$ cat config.mk
export PLATFORM = sky130hd
export DESIGN_NAME = irq_flag_enable_bank_slice
export DESIGN_NICKNAME = d
export VERILOG_FILES = /design/src/inc/irq_slice_pkg.sv /design/src/logic/flag_bank.sv /design/src/logic/axil_front.sv /design/src/logic/irq_flag_enable_bank_slice.sv
export SDC_FILE = /design/constraint.sdc
export NUM_CORES = 1
export LEC_CHECK = 0
export BUFFER_PORTS_ARGS = -buffer_cell sky130_fd_sc_hd__buf_2
export CAP_MARGIN = 20
export CORE_MARGIN = 2
export CORE_UTILIZATION = 40
export CTS_CLUSTER_SIZE = 24
export DETAILED_ROUTE_END_ITERATION = 16
export GPL_ROUTABILITY_DRIVEN = 0
export PLACE_DENSITY = 0.71
export REMOVE_ABC_BUFFERS = 1
export SLEW_MARGIN = 20
export SYNTH_ARGS = -nofsm -noshare
export SYNTH_HDL_FRONTEND = slang
export SYNTH_SLANG_ARGS = --single-unit
export TNS_END_PERCENT = 30
$ cat constraint.sdc
create_clock -name CLK -period 4 [get_ports CLK]
set_input_delay 0.4 -clock CLK [delete_from_list [all_inputs] [get_ports CLK]]
set_output_delay 0.4 -clock CLK [all_outputs]
set_load 0.1 [all_outputs]
$ cat src/inc/irq_slice_pkg.sv
`default_nettype none
package irq_slice_pkg;

    localparam int unsigned ADDR_W = 8;
    localparam int unsigned DATA_W = 32;
    localparam int unsigned REG_W  = 16;

    // register byte offsets
    localparam logic [7:0] OFS_FLAGS_THIRD   = 8'h00;
    localparam logic [7:0] OFS_FLAGS_FOURTH  = 8'h04;
    localparam logic [7:0] OFS_FLAGS_FIFTH   = 8'h08;
    localparam logic [7:0] OFS_ENABLES_FIRST = 8'h0c;
    localparam logic [7:0] OFS_EVENT_STATUS  = 8'h10;
    localparam logic [7:0] OFS_EVENT_MASK    = 8'h14;

    // third flag register fields
    localparam int unsigned CALENDAR_CLOCK_FLAG   = 14;
    localparam int unsigned EXT_IRQ_FOUR_FLAG     = 6;
    localparam int unsigned EXT_IRQ_THREE_FLAG    = 5;
    localparam int unsigned I2C_TWO_MASTER_FLAG   = 2;
    localparam int unsigned I2C_TWO_SLAVE_FLAG    = 1;
    // fourth flag register fields
    localparam int unsigned TOUCH_MEASURE_FLAG    = 13;
    localparam int unsigned LOW_VOLTAGE_FLAG      = 8;
    localparam int unsigned CHECKSUM_GEN_FLAG     = 3;
    localparam int unsigned UART_TWO_ERROR_FLAG   = 2;
    localparam int unsigned UART_ONE_ERROR_FLAG   = 1;
    // fifth flag register fields
    localparam int unsigned CAPTURE_NINE_FLAG     = 13;
    localparam int unsigned COMPARE_NINE_FLAG     = 12;
    localparam int unsigned SERIAL_THREE_EVENT_FLAG = 11;
    localparam int unsigned SERIAL_THREE_FAULT_FLAG = 10;
    localparam int unsigned UART_FOUR_TX_FLAG     = 9;
    localparam int unsigned UART_FOUR_RX_FLAG     = 8;
    localparam int unsigned UART_FOUR_ERROR_FLAG  = 7;
    localparam int unsigned OTG_PORT_FLAG         = 6;
    localparam int unsigned I2C_THREE_MASTER_FLAG = 5;
    localparam int unsigned I2C_THREE_SLAVE_FLAG  = 4;
    localparam int unsigned UART_THREE_TX_FLAG    = 3;
    localparam int unsigned UART_THREE_RX_FLAG    = 2;
    localparam int unsigned UART_THREE_ERROR_FLAG = 1;
    // first enable register fields
    localparam int unsigned ADC_DONE_ENABLE         = 13;
    localparam int unsigned UART_ONE_TX_ENABLE      = 12;
    localparam int unsigned UART_ONE_RX_ENABLE      = 11;
    localparam int unsigned SERIAL_ONE_XFER_ENABLE  = 10;
    localparam int unsigned SERIAL_ONE_FAULT_ENABLE = 9;
    localparam int unsigned TIMER_THREE_ENABLE      = 8;
    localparam int unsigned TIMER_TWO_ENABLE        = 7;
    localparam int unsigned COMPARE_TWO_ENABLE      = 6;
    localparam int unsigned CAPTURE_TWO_ENABLE      = 5;
    localparam int unsigned TIMER_ONE_ENABLE        = 3;
    localparam int unsigned COMPARE_ONE_ENABLE      = 2;
    localparam int unsigned CAPTURE_ONE_ENABLE      = 1;
    localparam int unsigned EXT_IRQ_ZERO_ENABLE     = 0;

    // implemented-bit masks: everything else is hardwired zero
    localparam logic [15:0] IMPL_FLAGS_THIRD   = 16'h4066;
    localparam logic [15:0] IMPL_FLAGS_FOURTH  = 16'h210e;
    localparam logic [15:0] IMPL_FLAGS_FIFTH   = 16'h3ffe;
    localparam logic [15:0] IMPL_ENABLES_FIRST = 16'h3fef;

    localparam logic [15:0] RST_FLAGS   = 16'h0000;
    localparam logic [15:0] RST_ENABLES = 16'h0000;

    // event status / mask layout
    localparam int unsigned EVT_W         = 3;
    localparam int unsigned EVT_THIRD     = 0;
    localparam int unsigned EVT_FOURTH    = 1;
    localparam int unsigned EVT_FIFTH     = 2;
    localparam logic [2:0]  RST_EVT       = 3'h0;

    localparam logic [1:0] RESP_OKAY   = 2'h0;
    localparam logic [1:0] RESP_SLVERR = 2'h2;

    // one register write, carried from the bus front end to the banks
    typedef struct packed {
        logic              en;
        logic [7:0]        addr;
        logic [31:0]       data;
        logic [3:0]        strb;
    } reg_wr_s;

    // bit mask of the byte lanes that reach a 16-bit register
    function automatic logic [15:0] lane_mask(input logic [3:0] strb);
        lane_mask = {{8{strb[1]}}, {8{strb[0]}}};
    endfunction

endpackage
`default_nettype wire

$ cat src/logic/flag_bank.sv
`timescale 1ns/100ps
`default_nettype none
module flag_bank #(
    parameter logic [15:0] IMPL = 16'h0000
) (
    // clock and reset
    input  wire logic        clk,
    input  wire logic        resetn,
    // source pulses
    input  wire logic [15:0] src,
    // software write
    input  wire logic        wr,
    input  wire logic [15:0] wdata,
    input  wire logic [15:0] wmask,
    // state
    output logic      [15:0] flags,
    output logic             event_hit
);

    logic [15:0] flags_r;
    logic [15:0] flags_nxt;
    logic [15:0] written;

    // a source pulse in the cycle of a clearing write still lands
    assign written   = wr ? ((wdata & wmask) | (flags_r & ~wmask)) : flags_r;
    assign flags_nxt = (written | src) & IMPL;
    assign flags     = flags_r;
    assign event_hit = |(src & IMPL);

    always_ff @(posedge clk or negedge resetn) begin
        if (!resetn) begin
            flags_r <= irq_slice_pkg::RST_FLAGS;
        end else begin
            flags_r <= flags_nxt;
        end
    end

endmodule
`default_nettype wire

$ cat src/logic/axil_front.sv
`timescale 1ns/100ps
`default_nettype none
module axil_front (
    // clock and reset
    input  wire logic                  clk,
    input  wire logic                  resetn,
    // write address and data
    input  wire logic [7:0]            awaddr,
    input  wire logic                  awvalid,
    output logic                       awready,
    input  wire logic [31:0]           wdata,
    input  wire logic [3:0]            wstrb,
    input  wire logic                  wvalid,
    output logic                       wready,
    // write response
    output logic [1:0]                 bresp,
    output logic                       bvalid,
    input  wire logic                  bready,
    // read
    input  wire logic [7:0]            araddr,
    input  wire logic                  arvalid,
    output logic                       arready,
    output logic [31:0]                rdata,
    output logic [1:0]                 rresp,
    output logic                       rvalid,
    input  wire logic                  rready,
    // register side
    output irq_slice_pkg::reg_wr_s     reg_wr,
    input  wire logic                  wr_hit,
    output logic                       rd_take,
    output logic [7:0]                 rd_addr,
    input  wire logic [31:0]           rd_data,
    input  wire logic                  rd_hit
);

    logic        aw_got_r, aw_got_nxt, w_got_r, w_got_nxt;
    logic [7:0]  aw_addr_r;
    logic [31:0] w_data_r;
    logic [3:0]  w_strb_r;
    logic        aw_hs, w_hs, wr_fire;
    logic        bvalid_r, bvalid_nxt, rvalid_r, rvalid_nxt;
    logic        awready_r, wready_r, arready_r;
    logic [1:0]  bresp_r, rresp_r;
    logic [31:0] rdata_r;

    assign aw_hs      = awvalid && awready_r;
    assign w_hs       = wvalid && wready_r;
    assign wr_fire    = (aw_got_r || aw_hs) && (w_got_r || w_hs);
    assign aw_got_nxt = (aw_got_r || aw_hs) && !wr_fire;
    assign w_got_nxt  = (w_got_r || w_hs) && !wr_fire;
    assign bvalid_nxt = wr_fire || (bvalid_r && !bready);
    assign rd_take    = arvalid && arready_r;
    assign rvalid_nxt = rd_take || (rvalid_r && !rready);
    assign rd_addr    = araddr;

    assign reg_wr.en   = wr_fire;
    assign reg_wr.addr = aw_got_r ? aw_addr_r : awaddr;
    assign reg_wr.data = w_got_r ? w_data_r : wdata;
    assign reg_wr.strb = w_got_r ? w_strb_r : wstrb;

    assign awready = awready_r;
    assign wready  = wready_r;
    assign bvalid  = bvalid_r;
    assign bresp   = bresp_r;
    assign arready = arready_r;
    assign rvalid  = rvalid_r;
    assign rdata   = rdata_r;
    assign rresp   = rresp_r;

    always_ff @(posedge clk or negedge resetn) begin
        if (!resetn) begin
            aw_got_r  <= 1'b0;
            w_got_r   <= 1'b0;
            aw_addr_r <= 8'h00;
            w_data_r  <= 32'h0000_0000;
            w_strb_r  <= 4'h0;
            bvalid_r  <= 1'b0;
            bresp_r   <= irq_slice_pkg::RESP_OKAY;
            awready_r <= 1'b0;
            wready_r  <= 1'b0;
        end else begin
            aw_got_r  <= aw_got_nxt;
            w_got_r   <= w_got_nxt;
            if (aw_hs) begin
                aw_addr_r <= awaddr;
            end
            if (w_hs) begin
                w_data_r <= wdata;
                w_strb_r <= wstrb;
            end
            bvalid_r  <= bvalid_nxt;
            if (wr_fire) begin
                bresp_r <= wr_hit ? irq_slice_pkg::RESP_OKAY : irq_slice_pkg::RESP_SLVERR;
            end
            // one write at a time: channels close until the response is taken
            awready_r <= !aw_got_nxt && !bvalid_nxt;
            wready_r  <= !w_got_nxt && !bvalid_nxt;
        end
    end

    always_ff @(posedge clk or negedge resetn) begin
        if (!resetn) begin
            rvalid_r  <= 1'b0;
            rdata_r   <= 32'h0000_0000;
            rresp_r   <= irq_slice_pkg::RESP_OKAY;
            arready_r <= 1'b0;
        end else begin
            rvalid_r  <= rvalid_nxt;
            arready_r <= !rvalid_nxt;
            if (rd_take) begin
                rdata_r <= rd_data;
                rresp_r <= rd_hit ? irq_slice_pkg::RESP_OKAY : irq_slice_pkg::RESP_SLVERR;
            end
        end
    end

endmodule
`default_nettype wire

$ cat src/logic/irq_flag_enable_bank_slice.sv
// Summary of operation
// - third flags: calendar, ext four/three, i2c two
// - fourth flags: touch, low voltage, checksum, uart errors
// - fifth flags: capture/compare nine through uart three
// - first enables: adc done down to ext zero
// - flag reads one once its source requested
// - enable one passes request, zero blocks it
// - implemented bits read/write, zero after reset
// - unassigned bits ignore writes, read zero
//
// Chosen here: the AXI4-Lite register port and the address map.
`timescale 1ns/100ps
`default_nettype none
module irq_flag_enable_bank_slice (
    // clock and reset
    input  wire logic        CLK,
    input  wire logic        RESETN,
    // axi4-lite write
    input  wire logic [7:0]  S_AXI_AWADDR,
    input  wire logic        S_AXI_AWVALID,
    output logic             S_AXI_AWREADY,
    input  wire logic [31:0] S_AXI_WDATA,
    input  wire logic [3:0]  S_AXI_WSTRB,
    input  wire logic        S_AXI_WVALID,
    output logic             S_AXI_WREADY,
    output logic [1:0]       S_AXI_BRESP,
    output logic             S_AXI_BVALID,
    input  wire logic        S_AXI_BREADY,
    // axi4-lite read
    input  wire logic [7:0]  S_AXI_ARADDR,
    input  wire logic        S_AXI_ARVALID,
    output logic             S_AXI_ARREADY,
    output logic [31:0]      S_AXI_RDATA,
    output logic [1:0]       S_AXI_RRESP,
    output logic             S_AXI_RVALID,
    input  wire logic        S_AXI_RREADY,
    // peripheral request pulses, one bit per flag position
    input  wire logic [15:0] SRC_FLAGS_THIRD,
    input  wire logic [15:0] SRC_FLAGS_FOURTH,
    input  wire logic [15:0] SRC_FLAGS_FIFTH,
    // flags of the first group, held elsewhere in the controller
    input  wire logic [15:0] FLAGS_FIRST,
    // towards the core
    output logic [15:0]      CORE_REQ_FIRST,
    output logic             IRQ
);

    irq_slice_pkg::reg_wr_s reg_wr;
    logic        wr_hit, rd_take, rd_hit;
    logic [7:0]  rd_addr;
    logic [31:0] rd_data;
    logic [15:0] wmask;
    logic        wr_f3, wr_f4, wr_f5, wr_en0, wr_mask;
    logic        rd_f3, rd_f4, rd_f5, rd_en0, rd_stat, rd_mask;
    logic [15:0] flags3, flags4, flags5;
    logic        hit3, hit4, hit5;
    logic [15:0] en_r, en_nxt;
    logic [15:0] req_r, req_nxt;
    logic [2:0]  stat_r, stat_nxt, mask_r, mask_nxt, evt;
    logic        irq_r, irq_nxt;

    axil_front u_front (
        .clk     (CLK),
        .resetn  (RESETN),
        .awaddr  (S_AXI_AWADDR),
        .awvalid (S_AXI_AWVALID),
        .awready (S_AXI_AWREADY),
        .wdata   (S_AXI_WDATA),
        .wstrb   (S_AXI_WSTRB),
        .wvalid  (S_AXI_WVALID),
        .wready  (S_AXI_WREADY),
        .bresp   (S_AXI_BRESP),
        .bvalid  (S_AXI_BVALID),
        .bready  (S_AXI_BREADY),
        .araddr  (S_AXI_ARADDR),
        .arvalid (S_AXI_ARVALID),
        .arready (S_AXI_ARREADY),
        .rdata   (S_AXI_RDATA),
        .rresp   (S_AXI_RRESP),
        .rvalid  (S_AXI_RVALID),
        .rready  (S_AXI_RREADY),
        .reg_wr  (reg_wr),
        .wr_hit  (wr_hit),
        .rd_take (rd_take),
        .rd_addr (rd_addr),
        .rd_data (rd_data),
        .rd_hit  (rd_hit)
    );

    // write decode
    assign wmask   = irq_slice_pkg::lane_mask(reg_wr.strb);
    assign wr_f3   = reg_wr.en && (reg_wr.addr == irq_slice_pkg::OFS_FLAGS_THIRD);
    assign wr_f4   = reg_wr.en && (reg_wr.addr == irq_slice_pkg::OFS_FLAGS_FOURTH);
    assign wr_f5   = reg_wr.en && (reg_wr.addr == irq_slice_pkg::OFS_FLAGS_FIFTH);
    assign wr_en0  = reg_wr.en && (reg_wr.addr == irq_slice_pkg::OFS_ENABLES_FIRST);
    assign wr_mask = reg_wr.en && (reg_wr.addr == irq_slice_pkg::OFS_EVENT_MASK);
    // the status word is read-only but a write to it is answered OKAY and dropped
    assign wr_hit  = (reg_wr.addr == irq_slice_pkg::OFS_FLAGS_THIRD)
                   || (reg_wr.addr == irq_slice_pkg::OFS_FLAGS_FOURTH)
                   || (reg_wr.addr == irq_slice_pkg::OFS_FLAGS_FIFTH)
                   || (reg_wr.addr == irq_slice_pkg::OFS_ENABLES_FIRST)
                   || (reg_wr.addr == irq_slice_pkg::OFS_EVENT_STATUS)
                   || (reg_wr.addr == irq_slice_pkg::OFS_EVENT_MASK);

    // read decode
    assign rd_f3   = (rd_addr == irq_slice_pkg::OFS_FLAGS_THIRD);
    assign rd_f4   = (rd_addr == irq_slice_pkg::OFS_FLAGS_FOURTH);
    assign rd_f5   = (rd_addr == irq_slice_pkg::OFS_FLAGS_FIFTH);
    assign rd_en0  = (rd_addr == irq_slice_pkg::OFS_ENABLES_FIRST);
    assign rd_stat = (rd_addr == irq_slice_pkg::OFS_EVENT_STATUS);
    assign rd_mask = (rd_addr == irq_slice_pkg::OFS_EVENT_MASK);
    assign rd_hit  = rd_f3 || rd_f4 || rd_f5 || rd_en0 || rd_stat || rd_mask;
    // upper half and unassigned bits read zero
    assign rd_data = rd_f3   ? {16'h0000, flags3}
                   : rd_f4   ? {16'h0000, flags4}
                   : rd_f5   ? {16'h0000, flags5}
                   : rd_en0  ? {16'h0000, en_r}
                   : rd_stat ? {29'h0000_0000, stat_r}
                   : rd_mask ? {29'h0000_0000, mask_r}
                   : 32'h0000_0000;

    flag_bank #(.IMPL(irq_slice_pkg::IMPL_FLAGS_THIRD)) u_third (
        .clk       (CLK),
        .resetn    (RESETN),
        .src       (SRC_FLAGS_THIRD),
        .wr        (wr_f3),
        .wdata     (reg_wr.data[15:0]),
        .wmask     (wmask),
        .flags     (flags3),
        .event_hit (hit3)
    );

    flag_bank #(.IMPL(irq_slice_pkg::IMPL_FLAGS_FOURTH)) u_fourth (
        .clk       (CLK),
        .resetn    (RESETN),
        .src       (SRC_FLAGS_FOURTH),
        .wr        (wr_f4),
        .wdata     (reg_wr.data[15:0]),
        .wmask     (wmask),
        .flags     (flags4),
        .event_hit (hit4)
    );

    flag_bank #(.IMPL(irq_slice_pkg::IMPL_FLAGS_FIFTH)) u_fifth (
        .clk       (CLK),
        .resetn    (RESETN),
        .src       (SRC_FLAGS_FIFTH),
        .wr        (wr_f5),
        .wdata     (reg_wr.data[15:0]),
        .wmask     (wmask),
        .flags     (flags5),
        .event_hit (hit5)
    );

    // enable register, only the documented positions hold state
    assign en_nxt  = (wr_en0 ? ((reg_wr.data[15:0] & wmask) | (en_r & ~wmask)) : en_r)
                   & irq_slice_pkg::IMPL_ENABLES_FIRST;
    // registered so the core sees a clean flop; costs one cycle of latency
    assign req_nxt = FLAGS_FIRST & en_nxt;

    // a source pulse on an implemented bit of a bank is an event; a status read clears,
    // but an event in that same cycle survives the clear
    assign evt      = {hit5, hit4, hit3};
    assign stat_nxt = ((rd_take && rd_stat) ? irq_slice_pkg::RST_EVT : stat_r) | evt;
    assign mask_nxt = wr_mask && reg_wr.strb[0] ? reg_wr.data[2:0] : mask_r;
    assign irq_nxt  = |(stat_nxt & mask_nxt);

    always_ff @(posedge CLK or negedge RESETN) begin
        if (!RESETN) begin
            en_r   <= irq_slice_pkg::RST_ENABLES;
            req_r  <= 16'h0000;
            stat_r <= irq_slice_pkg::RST_EVT;
            mask_r <= irq_slice_pkg::RST_EVT;
            irq_r  <= 1'b0;
        end else begin
            en_r   <= en_nxt;
            req_r  <= req_nxt;
            stat_r <= stat_nxt;
            mask_r <= mask_nxt;
            irq_r  <= irq_nxt;
        end
    end

    assign CORE_REQ_FIRST = req_r;
    assign IRQ            = irq_r;

endmodule
`default_nettype wire

=== Word-level counts from Yosys, hierarchy flattened ===
Index checks and enable logic that the tools add are counted.

* Logic and storage cells: 108
* Output and inout bits: 58
* Bits in registers: 127
* Bits of input ports: 123

* Bitwise logic cells: 16
* Reductions and logical operators: 44
* Equality and inequality tests: 10
* Multiplexer cells: 17

{| class="wikitable"
|+ Operators with widths
! kind !! count
|-
| two-way mux 14 bit || 6
|-
| OR 14 bit || 5
|-
| two-way mux 15 bit || 3
|-
| bitwise AND 14 bit || 3
|-
| equality test 8 x 4 -> 1 bit, second input constant || 4
|-
| equality test 8 x 5 -> 1 bit, second input constant || 4
|-
| bitwise AND 15 bit || 2
|-
| OR 15 bit || 2
|-
| logical AND 1 bit || 17
|-
| bitwise AND 16 x 14 -> 16 bit || 1
|-
| equality test 8 x 3 -> 1 bit, second input constant || 2
|-
| zero test 8 bit || 2
|-
| inverter 15 bit || 1
|-
| logical OR 1 bit || 14
|-
| OR reduction 13 bit || 1
|-
| two-way mux 3 bit || 4
|-
| OR reduction 5 bit || 2
|-
| two-way mux 8 bit || 1
|-
| zero test 1 bit || 7
|-
| two-way mux 2 bit || 3
|-
| bitwise AND 3 bit || 1
|-
| OR 3 bit || 1
|-
| OR reduction 3 bit || 1
|}

=== Logic depth before layout (Yosys ltp) ===
Gate-level depths: netlist of the first run.

* Depth in word-level cells: 8
* Gate-level depth with buffers: 6
* Gate-level depth less buffers: 5

=== Modules after synthesis ===
A second synthesis of the first run with hierarchy kept.

* Cells, all modules: 561
* Area, all modules: 7214.4 um^2

{| class="wikitable"
|+ Modules (own cells, without submodules)
! module !! cells an instance !! area an instance (um^2) !! instances
|-
| axil_front || 250 || 3928.8 || 1
|-
| irq_flag_enable_bank_slice || 199 || 2024.4 || 1
|-
| flag_bank (u_fourth ...) || 31 || 319.1 || 2
|-
| flag_bank (u_fifth) || 50 || 623.1 || 1
|}

=== Worst setup path after synthesis of the first run ===
Ideal clock, no wire load.

* Path kind: reg-to-reg
* From: register u_front.wready_r, in the netlist u_front.wready
* To: register irq_r, in the netlist IRQ
* Required time: 3.876 ns
* Cell stages (with the launch flop): 7
* Arrival time: 2.623 ns
* Period minus slack after synthesis: 2.746 ns
* Setup time: 0.124 ns
* Setup slack: 1.254 ns
* Path through: dfrtp_1 -> and2_1 -> o221ai_2 -> buf_2 -> nor3_1 -> mux2_2 -> a211o_1

* Word-level cells in the longest chain between the ends: 8

{| class="wikitable"
|+ RTL lines
! element !! RTL line !! text
|-
| start, declared || axil_front.sv:42 || <nowiki>logic awready_r, wready_r, arready_r;</nowiki>
|-
| start signal, assigned || axil_front.sv:97 || <nowiki>wready_r <= !w_got_nxt && !bvalid_nxt;</nowiki>
|-
| logical AND 1 bit || axil_front.sv:47 || <nowiki>assign w_hs = wvalid && wready_r;</nowiki>
|-
| logical OR 1 bit || axil_front.sv:48 || <nowiki>assign wr_fire = (aw_got_r || aw_hs) && (w_got_r || w_hs);</nowiki>
|-
| logical AND 1 bit || axil_front.sv:48 ||
|-
| logical AND 1 bit || irq_flag_enable_bank_slice.sv:96 || <nowiki>assign wr_mask = reg_wr.en && (reg_wr.addr == irq_slice_pkg::OFS_EVENT_MASK);</nowiki>
|-
| logical AND 1 bit || irq_flag_enable_bank_slice.sv:165 || <nowiki>assign mask_nxt = wr_mask && reg_wr.strb[0] ? reg_wr.data[2:0] : mask_r;</nowiki>
|-
| two-way mux 3 bit || irq_flag_enable_bank_slice.sv:165 ||
|-
| net mask_nxt[2] || irq_flag_enable_bank_slice.sv:59 || <nowiki>logic [2:0] stat_r, stat_nxt, mask_r, mask_nxt, evt;</nowiki>
|-
| bitwise AND 3 bit || irq_flag_enable_bank_slice.sv:166 || <nowiki>assign irq_nxt = |(stat_nxt & mask_nxt);</nowiki>
|-
| OR reduction 3 bit || irq_flag_enable_bank_slice.sv:166 ||
|-
| net irq_nxt || irq_flag_enable_bank_slice.sv:60 || <nowiki>logic irq_r, irq_nxt;</nowiki>
|-
| end signal, assigned || irq_flag_enable_bank_slice.sv:180 || <nowiki>irq_r <= irq_nxt;</nowiki>
|-
| end, declared || irq_flag_enable_bank_slice.sv:60 ||
|}

The timed path passes the listed nets, and every way through them passes these cells.
A chain may end at the register's enable or synchronous reset.

=== Worst setup path in the final report of the first run ===
* From: register u_front.aw_got_r
* To: register irq_r, in the netlist IRQ

* Word-level cells in the longest chain between the ends: 7
* Elaborated cells between the ends (all ways): 9
* Classes of those cells: eq/ne: 1; mux: 2; bitwise: 1; reduce/logical: 5

{| class="wikitable"
|+ RTL lines
! element !! RTL line !! text
|-
| start, declared || axil_front.sv:36 || <nowiki>logic aw_got_r, aw_got_nxt, w_got_r, w_got_nxt;</nowiki>
|-
| start signal, assigned || axil_front.sv:82 || <nowiki>aw_got_r <= aw_got_nxt;</nowiki>
|-
| two-way mux 8 bit / logical OR 1 bit (equally long branches) || axil_front.sv:57, axil_front.sv:48 ||
|-
| equality test 8 x 5 -> 1 bit / logical AND 1 bit (equally long branches) || irq_flag_enable_bank_slice.sv:96, axil_front.sv:48 ||
|-
| logical AND 1 bit * || irq_flag_enable_bank_slice.sv:96 ||
|-
| logical AND 1 bit * || irq_flag_enable_bank_slice.sv:165 ||
|-
| two-way mux 3 bit * || irq_flag_enable_bank_slice.sv:165 ||
|-
| net mask_nxt[2] || irq_flag_enable_bank_slice.sv:59 ||
|-
| bitwise AND 3 bit * || irq_flag_enable_bank_slice.sv:166 ||
|-
| OR reduction 3 bit * || irq_flag_enable_bank_slice.sv:166 ||
|-
| net irq_nxt || irq_flag_enable_bank_slice.sv:60 ||
|}

The timed path passes the listed nets; every way through them passes the cells marked *.

==> metrics.md, run 1 <==
| Metric | Value |
|---|---|
| Status | `finished clean` |
| Drt pass-1 iters | `4` |
| Worst-Margin Slew | `0.969 ns` |
| NumNets Final | `633` |
| Vias in the first global route | `3477` |
| Critical path, cell by cell | `nor4_1 -> nor2_1 -> nor3_1 -> mux2_2 -> a211o_1` |
| Grt ovf | `0` |
| Yosys cell types | `50` |
| Mapped Cells | `397` |
| Largest family of logic cells by synthesized area | `multiplexers` |
| Family with the most delay on the worst path | `simple AND/OR/NAND/NOR gates` |
| Final hold slack | `0.211 ns` |
| Final clock period utilization by the worst path | `0.706` |
| Worst Path Max Fanout | `16` |
| Rows | `40` |
| Clock-pin slew on the worst setup and hold paths | `0.07 ns` |
| Post-CTS Hold Fix Bufs | `0` |
| Post-cts sizing count | `0` |
| Arrival time worst endpoint | `3.05 ns` |
| Layout Skew | `0.00674 ns` |
| Placed instance area | `5610 µm²` |
| All-Layer GR Usage | `0.184` |
| Synth area leaders | `dfrtp_1 (53%), mux2_2 (14%), mux2i_1 (4.5%)` |
| Post-CTS setup buffer count | `0` |
| Inserted Clock Buffers | `9` |
| Post-synth top area share | `0.532` |
| LEAKAGE | `2.68 nW` |
| CP required | `4.23 ns` |
| First-pass GRT wire length | `18.3 mm` |
| Syn. warnings | `0` |
| Die height | `115 µm` |
| Adder-cell share of the synthesized area | `0` |
| Syn avg cell area | `12.5 µm²` |
| Drt via density | `5.08` |
| Leading area contributor after synthesis | `dfrtp_1` |
| Vias post-DR | `3472` |
| Antenna violations before repair | `0` |
| Clk pwr share | `0.287` |
| Core footprint | `12100 µm²` |
| CP Capture Type | `register` |
| Mux cell area share after synthesis | `0.188` |
| Die area | `13300 µm²` |
| Starting Density | `0.410` |
| Residual DRC | `0` |
| DRT antenna net count | `0` |
| Max-slew violation count | `0` |
| Die W | `115 µm` |
| Final setup TNS | `0 ns` |
| Compound-gate portion of the synthesized area | `0.0921` |
| TritonCTS clock tree | `yes` |
| Predominant post-synthesis flop cell | `dfrtp_1` |
| Routed len/inst | `17.2 µm` |
| Syn Std Cell Area | `4940 µm²` |
| I/O Buffers | `111` |
| Setup-failing EPs final | `0` |
| NetSw | `1.18 mW` |
| Cell Count Post-Placement | `667` |
| #FFs+latches synth | `105` |
| Largest net degree at the start of global routing | `77` |
| WP buf/inv | `0` |
| Iter 0 DRT Violations | `147` |
| Hold/Removal Path Class | `primary input to asynchronous set/reset pin` |
| Max-cap violations | `0` |
| Logic pwr share | `0.303` |
| Post-Synth XOR/XNOR Area | `0` |
| CTS Root Cell | `clkbuf_16` |
| Final min period | `2.82 ns` |
| CTS Buffer Depth | `2` |
| Post-Layout Inst Area | `5940 µm²` |
| Part of the Yosys area used for sequential elements | `0.532` |
| Switching Share | `0.350` |
| Number of flops mapped to enable cells by yosys | `0` |
| Synth Area in Simple Gates | `0.140` |
| CP Class | `register to register` |
| Unrepaired setup endpoints after global routing | `false` |
| Asr flop ratio synth | `1.00` |
| Slew HR | `0.353` |
| Num ports | `181` |
| Clock latency on the worst-skew pair | `0.34 ns` |
| CP peak stage delay | `0.57 ns` |
| Layout cells sized above 1 | `0.398` |
| Power per Cell Area | `566 nW/µm²` |
| Area growth syn-to-layout | `20.1%` |
| H-tree levels | `3` |
| Crit start category | `register` |
| Dpl hpwl | `8.68 mm` |
| Critical-path top delay cell | `nor4_1` |
| Seq pwr share | `0.410` |
| Max Fclk | `354 MHz` |
| Clock sinks | `105` |
| Finished Layout Cells | `684` |
| Drt total wl | `11.8 mm` |
| IR drop worst, VDD | `0.229 mV` |
| Final Hold Viols | `0` |
| Power Internal | `2.18 mW` |
synthesized netlist by cell type (2+ instances only):
cell	count
nor3_1	8
clkbuf_1	8
nand2_1	15
mux2_2	63
nor2_1	15
buf_2	3
nor4_4	3
a22o_1	7
o21ai_0	3
o211a_1	2
nor2b_1	13
a21oi_1	7
nand2b_1	16
o21a_1	2
nor3b_1	2
nor4_2	2
inv_1	6
and3b_1	2
nor4_1	5
o32ai_1	2
mux2i_1	22
a211o_1	10
nor4b_2	2
a211oi_1	2
o31ai_1	5
dfrtp_1	105
a221o_1	2
a31oi_1	4
buf_4	22
and2_1	15
or4_1	5
logic make-up (layout without fill, tap and decap cells):
kind of cell	count (synthesis)	after routing
compound gates	58	58
simple gates	108	108
other cells	1	23
flops	105	105
buf+inv	40	137
mux	85	85
state kept, by name, summed over array words and instances (netlist names):
register,flops
u_front.rdata,15
u_front.w_data_r,15
CORE_REQ_FIRST,13
en_r,13
u_fifth.flags,13
u_front.aw_addr_r,8
u_fourth.flags,5
u_third.flags,5
mask_r,3
stat_r,3
u_front.w_strb_r,2
IRQ,1
u_front.arready,1
u_front.aw_got_r,1
u_front.awready,1
u_front.bresp,1
u_front.bvalid,1
u_front.rresp,1
u_front.rvalid,1
u_front.w_got_r,1
u_front.wready,1
power by group through the flow:
stage | clock (mW) | sequential, mW | combinational (mW)
global route | 1.02 | 1.41 | 1.09
detailed placement | 0 | 1.40 | 1.02
global placement | 0 | 1.38 | 0.998
finish | 0.963 | 1.38 | 1.02
floorplan | 0 | 1.59 | 0.564
CTS | 0.981 | 1.38 | 1.03
cell usage in the layout, fill, tap and decap left out, types with 2 or more instances in the layout:
master     Yosys  final
a211o_1       10     10
a211oi_1       2      2
a21oi_1        7      7
a221o_1        2      2
a22o_1         7      7
a31oi_1        4      4
and2_1        15     15
and3b_1        2      2
buf_2          3    110
buf_4         22      5
bufinv_16      0      2
clkbuf_16      0      9
clkbuf_8       0      2
clkinv_2       0      2
conb_1         1     22
dfrtp_1      105    105
inv_1          6      6
mux2_2        63     63
mux2i_1       22     22
nand2_1       15     15
nand2b_1      16     16
nor2_1        15     15
nor2b_1       13     13
nor3_1         8      8
nor3b_1        2      2
nor4_1         5      5
nor4_2         2      2
nor4_4         3      3
nor4b_2        2      2
o211a_1        2      2
o21a_1         2      2
o21ai_0        3      3
o31ai_1        5      5
o32ai_1        2      2
or4_1          5      5
path summary, 6_finish.rpt:
kind / cells past startpoint / endpoint / start / slack (ns)
min: 1 / u_front.w_data_r[1] / RESETN / 0.21
max in group asynchronous: 2 / CORE_REQ_FIRST[7] / RESETN / 2.84
min reg2reg: 2 / u_front.rdata[0] / u_front.rdata[0] / 0.50
max reg2reg: 5 / IRQ / u_front.aw_got_r / 1.18
min in group CLK: 2 / CORE_REQ_FIRST[1] / FLAGS_FIRST[1] / 0.26
max: 5 / IRQ / u_front.aw_got_r / 1.18
final cells by class:
| type | instances | area, µm² |
|---|---|---|
| clock inverters | 5 | 77.6 |
| well taps | 168 | 210 |
| clock buffers | 11 | 253 |
| fillers | 1085 | 6120 |
| inverters | 6 | 22.5 |
| diodes | 1 | 2.50 |
| repair buffers | 115 | 588 |
| flip-flops and latches | 105 | 2630 |
| multi-input cells | 273 | 2160 |
metrics by stage:
step                      power [mW]   util  worst slack, ns
after floorplan                 2.15      -             1.23
after global placement          2.38  0.465             1.27
after detailed placement        2.42  0.465             1.21
after CTS                       3.38  0.492             1.18
after global routing            3.52  0.492            0.925
final                           3.36  0.492             1.18
routing by layer:
layer	global-route usage	vias up	share of wire
met2	0.296	116	0.48
met1	0.248	1713	0.45
met4	0.0763	0	0.018
met5	0	-	0
met3	0.0295	14	0.049
li1	-	1629	-
(Power assumes the default switching activity.)
==> inputs of run 2 (changes only) <==
Settings changed: ABC_AREA from default to 1, PLACE_DENSITY 0.71 to 0.7.
Clock period 4 ns to 2.85 ns, I/O delays scaled along.
==> metrics.md, run 2 <==
| Metric | Value |
|---|---|
| R2r startpoint | `u_front.awready (was u_front.aw_got_r)` |
| Antenna violations before repair | `0 (unchanged)` |
| Number of flops mapped to enable cells by yosys | `0 (unchanged)` |
| Final setup TNS | `0 ns (unchanged)` |
| Max-cap violations | `0 (unchanged)` |
| Num ports | `181 (unchanged)` |
| IR drop worst, VDD | `0.451 mV (was 0.229 mV)` |
| First-pass GRT wire length | `21.9 mm (was 18.3 mm)` |
| Largest family of logic cells by synthesized area | `simple AND/OR/NAND/NOR gates (was multiplexers)` |
| Syn avg cell area | `7.97 µm² (was 12.5 µm²)` |
| Drt total wl | `13.2 mm (was 11.8 mm)` |
| Vias in the first global route | `4468 (was 3477)` |
| Final min period | `2.08 ns (was 2.82 ns)` |
| WHS Path Cells | `2` |
| Syn. warnings | `0 (unchanged)` |
| RR Endpoint | `u_fifth.flags[10] (was IRQ)` |
| TritonCTS clock tree | `yes (unchanged)` |
| Final clock period utilization by the worst path | `0.730 (was 0.706)` |
| LEAKAGE | `3.34 nW (was 2.68 nW)` |
| Met1 usage | `0.269 (was 0.248)` |
| CTS Buffer Depth | `2 (unchanged)` |
| Worst R2R Path Depth | `9 (was 5)` |
| Layout cells sized above 1 | `0.218 (was 0.398)` |
| CP required | `3.08 ns (was 4.23 ns)` |
| Most frequent cell after synthesis | `nand2_1 (was dfrtp_1)` |
| Grt ovf | `0 (unchanged)` |
| Clock-pin slew on the worst setup and hold paths | `0.07 ns (about the same)` |
| Adder-cell share of the synthesized area | `0 (unchanged)` |
| Dpl hpwl | `9.78 mm (was 8.68 mm)` |
| Mux cell area share after synthesis | `0.0106 (was 0.188)` |
| GRT Max-Usage Layer | `met2 (unchanged)` |
| Layout Skew | `0.00659 ns (was 0.00674 ns)` |
| Drt via density | `4.76 (was 5.08)` |
| Syn Std Cell Area | `5290 µm² (was 4940 µm²)` |
| Power consumption | `4.76 mW (was 3.36 mW)` |
| Post-Synth XOR/XNOR Area | `0 (unchanged)` |
| Fin util | `0.483 (was 0.492)` |
| Cell Count Post-Placement | `943 (was 667)` |
| Antenna Diode Count | `0 (was 1)` |
| All-Layer GR Usage | `0.195 (was 0.184)` |
| CP Capture Type | `register (unchanged)` |
| GRT met3 Usage | `0.0364 (was 0.0295)` |
| Status | `finished clean (unchanged)` |
| Power per Cell Area | `753 nW/µm² (was 566 nW/µm²)` |
| Most common cell after layout, fill and taps aside | `nand2_1 (was buf_2)` |
| Iter 0 DRT Violations | `335 (was 147)` |
| Post-route setup slack | `0.769 ns (was 1.18 ns)` |
| Unrepaired setup endpoints after global routing | `false (unchanged)` |
| Hold Path Origin | `SRC_FLAGS_FIFTH[9]` |
| R2r setup slk | `0.77 ns (was 1.18 ns)` |
| Part of the Yosys area used for sequential elements | `0.496 (was 0.532)` |
| DRT antenna net count | `0 (unchanged)` |
| Final Hold Viols | `0 (unchanged)` |
| Core footprint | `13100 µm² (was 12100 µm²)` |
| Synth area leaders | `dfrtp_1 (50%), nand2_1 (15%), nand3_1 (7.3%) (was dfrtp_1 (53%), mux2_2 (14%), mux2i_1 (4.5%))` |
| Vias post-DR | `4571 (was 3472)` |
| Commonest cells post-synth | `nand2_1 (211), dfrtp_1 (105), nand3_1 (77), inv_1 (68), o21ai_0 (58) (was dfrtp_1 (105), mux2_2 (63), buf_4 (22), mux2i_1 (22), nand2b_1 (16))` |
| Starting Density | `0.405 (was 0.410)` |
| NumNets Final | `902 (was 633)` |
| Placed instance area | `6010 µm² (was 5610 µm²)` |
| Die height | `119 µm (was 115 µm)` |
| Worst Path Max Fanout | `15 (was 16)` |
| Post-Layout Inst Area | `6320 µm² (was 5940 µm²)` |
| Compound-gate portion of the synthesized area | `0.0938 (was 0.0921)` |
| WHS Endpoint | `u_fifth.flags[9]` |
| Leading area contributor after synthesis | `dfrtp_1 (unchanged)` |
| Crit start category | `register (unchanged)` |
| I/O Buffers | `111 (unchanged)` |
| Worst-Margin Slew | `0.568 ns (was 0.969 ns)` |
| Routed len/inst | `13.7 µm (was 17.2 µm)` |
| Max Fclk | `481 MHz (was 354 MHz)` |
| Area growth syn-to-layout | `19.5% (was 20.1%)` |
| Finished Layout Cells | `960 (was 684)` |
| Asr flop ratio synth | `1.00 (unchanged)` |
| Setup-failing EPs final | `0 (unchanged)` |
| Most frequent cells in the layout | `nand2_1 (211), buf_2 (110), dfrtp_1 (105) (was buf_2 (110), dfrtp_1 (105), mux2_2 (63))` |
| Post-CTS Hold Fix Bufs | `1 (was 0)` |
| Final hold slack | `0.156 ns (was 0.211 ns)` |
| Clock latency on the worst-skew pair | `0.35 ns (was 0.34 ns)` |
| Die area | `14200 µm² (was 13300 µm²)` |
| Rows | `42 (was 40)` |
| Drt pass-1 iters | `5 (was 4)` |
| Residual DRC | `0 (unchanged)` |
| Predominant post-synthesis flop cell | `dfrtp_1 (unchanged)` |
| Mapped Cells | `664 (was 397)` |
| Die W | `119 µm (was 115 µm)` |
| CP Class | `register to register (unchanged)` |
| Post-synth top area share | `0.496 (was 0.532)` |
| #FFs+latches synth | `105 (unchanged)` |
| Clock sinks | `105 (unchanged)` |
| H-tree levels | `3 (unchanged)` |
| Arrival time worst endpoint | `2.31 ns (was 3.05 ns)` |
| Met2 usage | `0.301 (was 0.296)` |
| Hold/Removal Path Class | `primary input to register (was primary input to asynchronous set/reset pin)` |
| CTS Root Cell | `clkbuf_16 (unchanged)` |
| Post-CTS setup buffer count | `0 (unchanged)` |
| Yosys cell types | `32 (was 50)` |
| Inserted Clock Buffers | `9 (unchanged)` |
| Largest net degree at the start of global routing | `45 (was 77)` |
| DP Worst Slack | `0.749 ns (was 1.21 ns)` |
| Post-cts sizing count | `0 (unchanged)` |
| Max-slew violation count | `0 (unchanged)` |
| Synth Area in Simple Gates | `0.296 (was 0.140)` |
| Slew HR | `0.622 (was 0.353)` |
==> run 2: changes by cell type in the layout (fill, tap and decap cells not counted), sizes merged, moves of 10 or more <==
cell	delta
a211o	-10
a21boi	+12
and2	-12
buf	+10
inv	+66
mux2	-58
mux2i	-22
nand2	+200
nand2b	-16
nand3	+87
nand3b	+11
nor2b	-12
o21ai	+54
==> run 2: layer usage <==
metal | wire length, µm | up-vias
met3 | 782 | 26
met1 | 6000 | 2077
met4 | 383 | 0
li1 | - | 2319
met5 | 0 | -
met2 | 6000 | 149
==> run 2: layout make-up <==
class                      count  area, µm²
multi-input combinational    463       2210
inverter                      74        278
tap                          176        220
sequential                   105       2630
clock inverter                 5       53.8
fill                        1297       6760
clock buffer                  11        253
timing repair buffer         126        686
==> run 2: worst max-delay path, cell delays in order, from the launching register on <==
cell      delay [ns]
dfrtp_1         0.35
nand2_1         0.27
nand2_1         0.18
nand2_1         0.13
inv_2           0.16
nand2_2         0.11
nor2_4          0.33
nand2_1         0.24
nand2_1         0.11
nand3b_1        0.08
==> run 2: where the power goes <==
| part | leakage, nW | internal, mW | switching (mW) |
|---|---|---|---|
| Clock | 0.155 | 0.726 | 0.549 |
| Sequential | 1.24 | 1.74 | 0.128 |
| Combinational | 1.94 | 0.392 | 1.23 |
| Total | 3.34 | 2.85 | 1.91 |
==> run 2: worst max-delay path by stage <==
stage	endpoint	cells after the start	from	slack, ns
2_1_floorplan	u_fifth.flags[10]	9	u_front.wready	-0.20
3_3_place_gp	u_fifth.flags[11]	10	S_AXI_AWVALID	0.77
3_5_place_dp	u_fifth.flags[10]	10	S_AXI_AWVALID	0.75
4_1_cts	u_fifth.flags[10]	9	u_front.awready	0.76
5_1_grt	CORE_REQ_FIRST[13]	8	u_front.awready	0.53
6_report	u_fifth.flags[10]	9	u_front.awready	0.77
==> run 2: cells by family (layout without fill, tap and decap cells) <==
group | Yosys count | count (layout)
AO/OA/AOI/OAI | 88 | 88
buffers and inverters | 117 | 216
flip-flops | 105 | 105
multiplexers | 5 | 5
other | 1 | 22
AND/OR/NAND/NOR | 348 | 348
==> inputs of run 3 (changes only) <==
Settings changed: PLACE_DENSITY 0.7 to 0.73.
Clock period 2.85 ns to 1.9 ns, I/O delays scaled along.
==> metrics.md, run 3 (synthesis results as in run 2) <==
| Metric | Value |
|---|---|
| Status | `finished clean (unchanged)` |
| Inserted Clock Buffers | `9 (unchanged)` |
| Routed len/inst | `13.7 µm (about the same)` |
| Setup-failing EPs final | `0 (unchanged)` |
| Power per Cell Area | `1160 nW/µm² (was 753 nW/µm²)` |
| Clock-pin slew on the worst setup and hold paths | `0.07 ns (about the same)` |
| Worst Path Max Fanout | `7 (was 15)` |
| Grt ovf | `0 (unchanged)` |
| Arrival time worst endpoint | `2.01 ns (was 2.31 ns)` |
| Area growth syn-to-layout | `21.8% (was 19.5%)` |
| Most common cell after layout, fill and taps aside | `nand2_1 (unchanged)` |
| All-Layer GR Usage | `0.191 (was 0.195)` |
| Drt pass-1 iters | `5 (unchanged)` |
| LEAKAGE | `3.38 nW (was 3.34 nW)` |
| Starting Density | `0.405 (unchanged)` |
| Fillers | `1267 (was 1297)` |
| Final hold slack | `0.0547 ns (was 0.156 ns)` |
| Critical path, cell by cell | `inv_2 -> nand2_1 -> nand2_1 -> inv_2 -> a21oi_1 -> nand2_1 -> nor2_4 -> nand2_1 -> nand2_1 -> nand3_1 (was nand2_1 -> nand2_1 -> nand2_1 -> inv_2 -> nand2_2 -> nor2_4 -> nand2_1 -> nand2_1 -> nand3b_1)` |
| CP peak stage delay | `0.45 ns (was 0.35 ns)` |
| Hold/Removal Path Class | `primary input to register (unchanged)` |
| Post-route setup slack | `0.111 ns (was 0.769 ns)` |
| I/O Buffers | `111 (unchanged)` |
| Core footprint | `13100 µm² (unchanged)` |
| Post-CTS setup buffer count | `0 (unchanged)` |
| Clock sinks | `105 (unchanged)` |
| IR drop worst, VDD | `0.777 mV (was 0.451 mV)` |
| Rows | `42 (unchanged)` |
| CP Capture Type | `register (unchanged)` |
| Layout Skew | `0.0100 ns (was 0.00659 ns)` |
| First-pass GRT wire length | `21.5 mm (was 21.9 mm)` |
| Critical-path top delay cell | `dfrtp_2 (was dfrtp_1)` |
| CP Class | `register to register (unchanged)` |
| H-tree levels | `3 (unchanged)` |
| DRT antenna net count | `0 (unchanged)` |
| FF/Latch Area | `2630 µm² (about the same)` |
| CP required | `2.12 ns (was 3.08 ns)` |
| Dpl hpwl | `9.90 mm (was 9.78 mm)` |
| Max Fclk | `559 MHz (was 481 MHz)` |
| Drt via density | `4.80 (was 4.76)` |
| Vias in the first global route | `4561 (was 4468)` |
| Antenna Diode Count | `0 (unchanged)` |
| Crit-path most repeated cell | `nand2_1 (unchanged)` |
| Die height | `119 µm (unchanged)` |
| Final clock period utilization by the worst path | `0.942 (was 0.730)` |
| Vias post-DR | `4635 (was 4571)` |
| NumNets Final | `908 (was 902)` |
| Clock latency on the worst-skew pair | `0.35 ns (about the same)` |
| Largest net degree at the start of global routing | `49 (was 45)` |
| Max-cap violations | `0 (unchanged)` |
| Layout cells sized above 1 | `0.225 (was 0.218)` |
| Die area | `14200 µm² (unchanged)` |
| Antenna violations before repair | `0 (unchanged)` |
| TritonCTS clock tree | `yes (unchanged)` |
| Residual DRC | `0 (unchanged)` |
| Fin util | `0.493 (was 0.483)` |
| Iter 0 DRT Violations | `311 (was 335)` |
| Unrepaired setup endpoints after global routing | `false (unchanged)` |
| DP Worst Slack | `0.0853 ns (was 0.749 ns)` |
| Crit start category | `register (unchanged)` |
| Final setup TNS | `0 ns (unchanged)` |
| Drt total wl | `13.2 mm (about the same)` |
| Die W | `119 µm (unchanged)` |
| Area of the multi-input gates | `2210 µm² (unchanged)` |
| Final min period | `1.79 ns (was 2.08 ns)` |
| CTS Buffer Depth | `2 (unchanged)` |
| Num ports | `181 (unchanged)` |
| Max-slew violation count | `0 (unchanged)` |
| Most frequent cells in the layout | `nand2_1 (211), buf_2 (110), dfrtp_1 (104) (was nand2_1 (211), buf_2 (110), dfrtp_1 (105))` |
| CTS Root Cell | `clkbuf_16 (unchanged)` |
| Final Hold Viols | `0 (unchanged)` |
run 3: cell count changes in the layout (fill, tap and decap cells not counted), sizes merged:
cell / previous run / this run
inv: 72 / 73
bufinv: 1 / 3
clkbuf: 11 / 10
clkinv: 6 / 2
clkinvlp: 0 / 2
buf: 125 / 131
run 3: report_power, final:
group	total, mW	switching, mW	internal (mW)
Sequential	2.81	0.201	2.61
Clock	2.16	0.831	1.33
Combinational	2.52	1.87	0.651
Total	7.48	2.90	4.58
run 3: area by class of cell:
class	instances	share of cell area
clock buffers	10	0.0371
multi-input cells	463	0.342
well taps	176	0.0342
clock inverters	6	0.0177
flip-flops and latches	105	0.408
repair buffers	132	0.118
inverters	74	0.0431
run 3: through the flow:
stage	std cells	power (mW)	cell area (µm²)
floorplan	642	4.61	5110
global placement	949	5.30	6080
detailed placement	949	5.34	6080
CTS	966	7.50	6440
global route	966	7.91	6450
finish	966	7.48	6450
run 3: worst paths after layout:
check                                    from           endpoint  slack, ns  cells after the start
max reg2reg                  u_front.aw_got_r  u_fifth.flags[11]       0.11                     10
max                          u_front.aw_got_r  u_fifth.flags[11]       0.11                     10
min reg2reg                    u_front.rvalid    u_front.arready       0.46                      1
min                        SRC_FLAGS_THIRD[2]   u_third.flags[2]       0.05                      2
max in group asynchronous              RESETN   u_front.aw_got_r       0.96                      3
min in group asynchronous              RESETN    u_front.arready       0.30                      2
run 3: worst max-delay path: cells and delay by family, from the launching register on:
| kind | cells | cell delay, ns |
|---|---|---|
| DFF | 1 | 0.45 |
| AOI/OAI and AO/OA | 1 | 0.19 |
| buffers and inverters | 2 | 0.16 |
| and+or+nand+nor | 7 | 0.85 |
run 3: per-layer routing:
metal	up-vias	global-route usage	wire [µm]
met5	-	0	0
met2	152	0.309	6110
li1	2322	-	-
met4	0	0.0811	335
met3	30	0.0354	736
met1	2131	0.253	6000
run 3: timing repair:
action,in CTS,in global routing
hold buffers,1,0
setup endpoints to repair,0,22
resized for setup,0,2
endpoints found under the hold margin,24,0
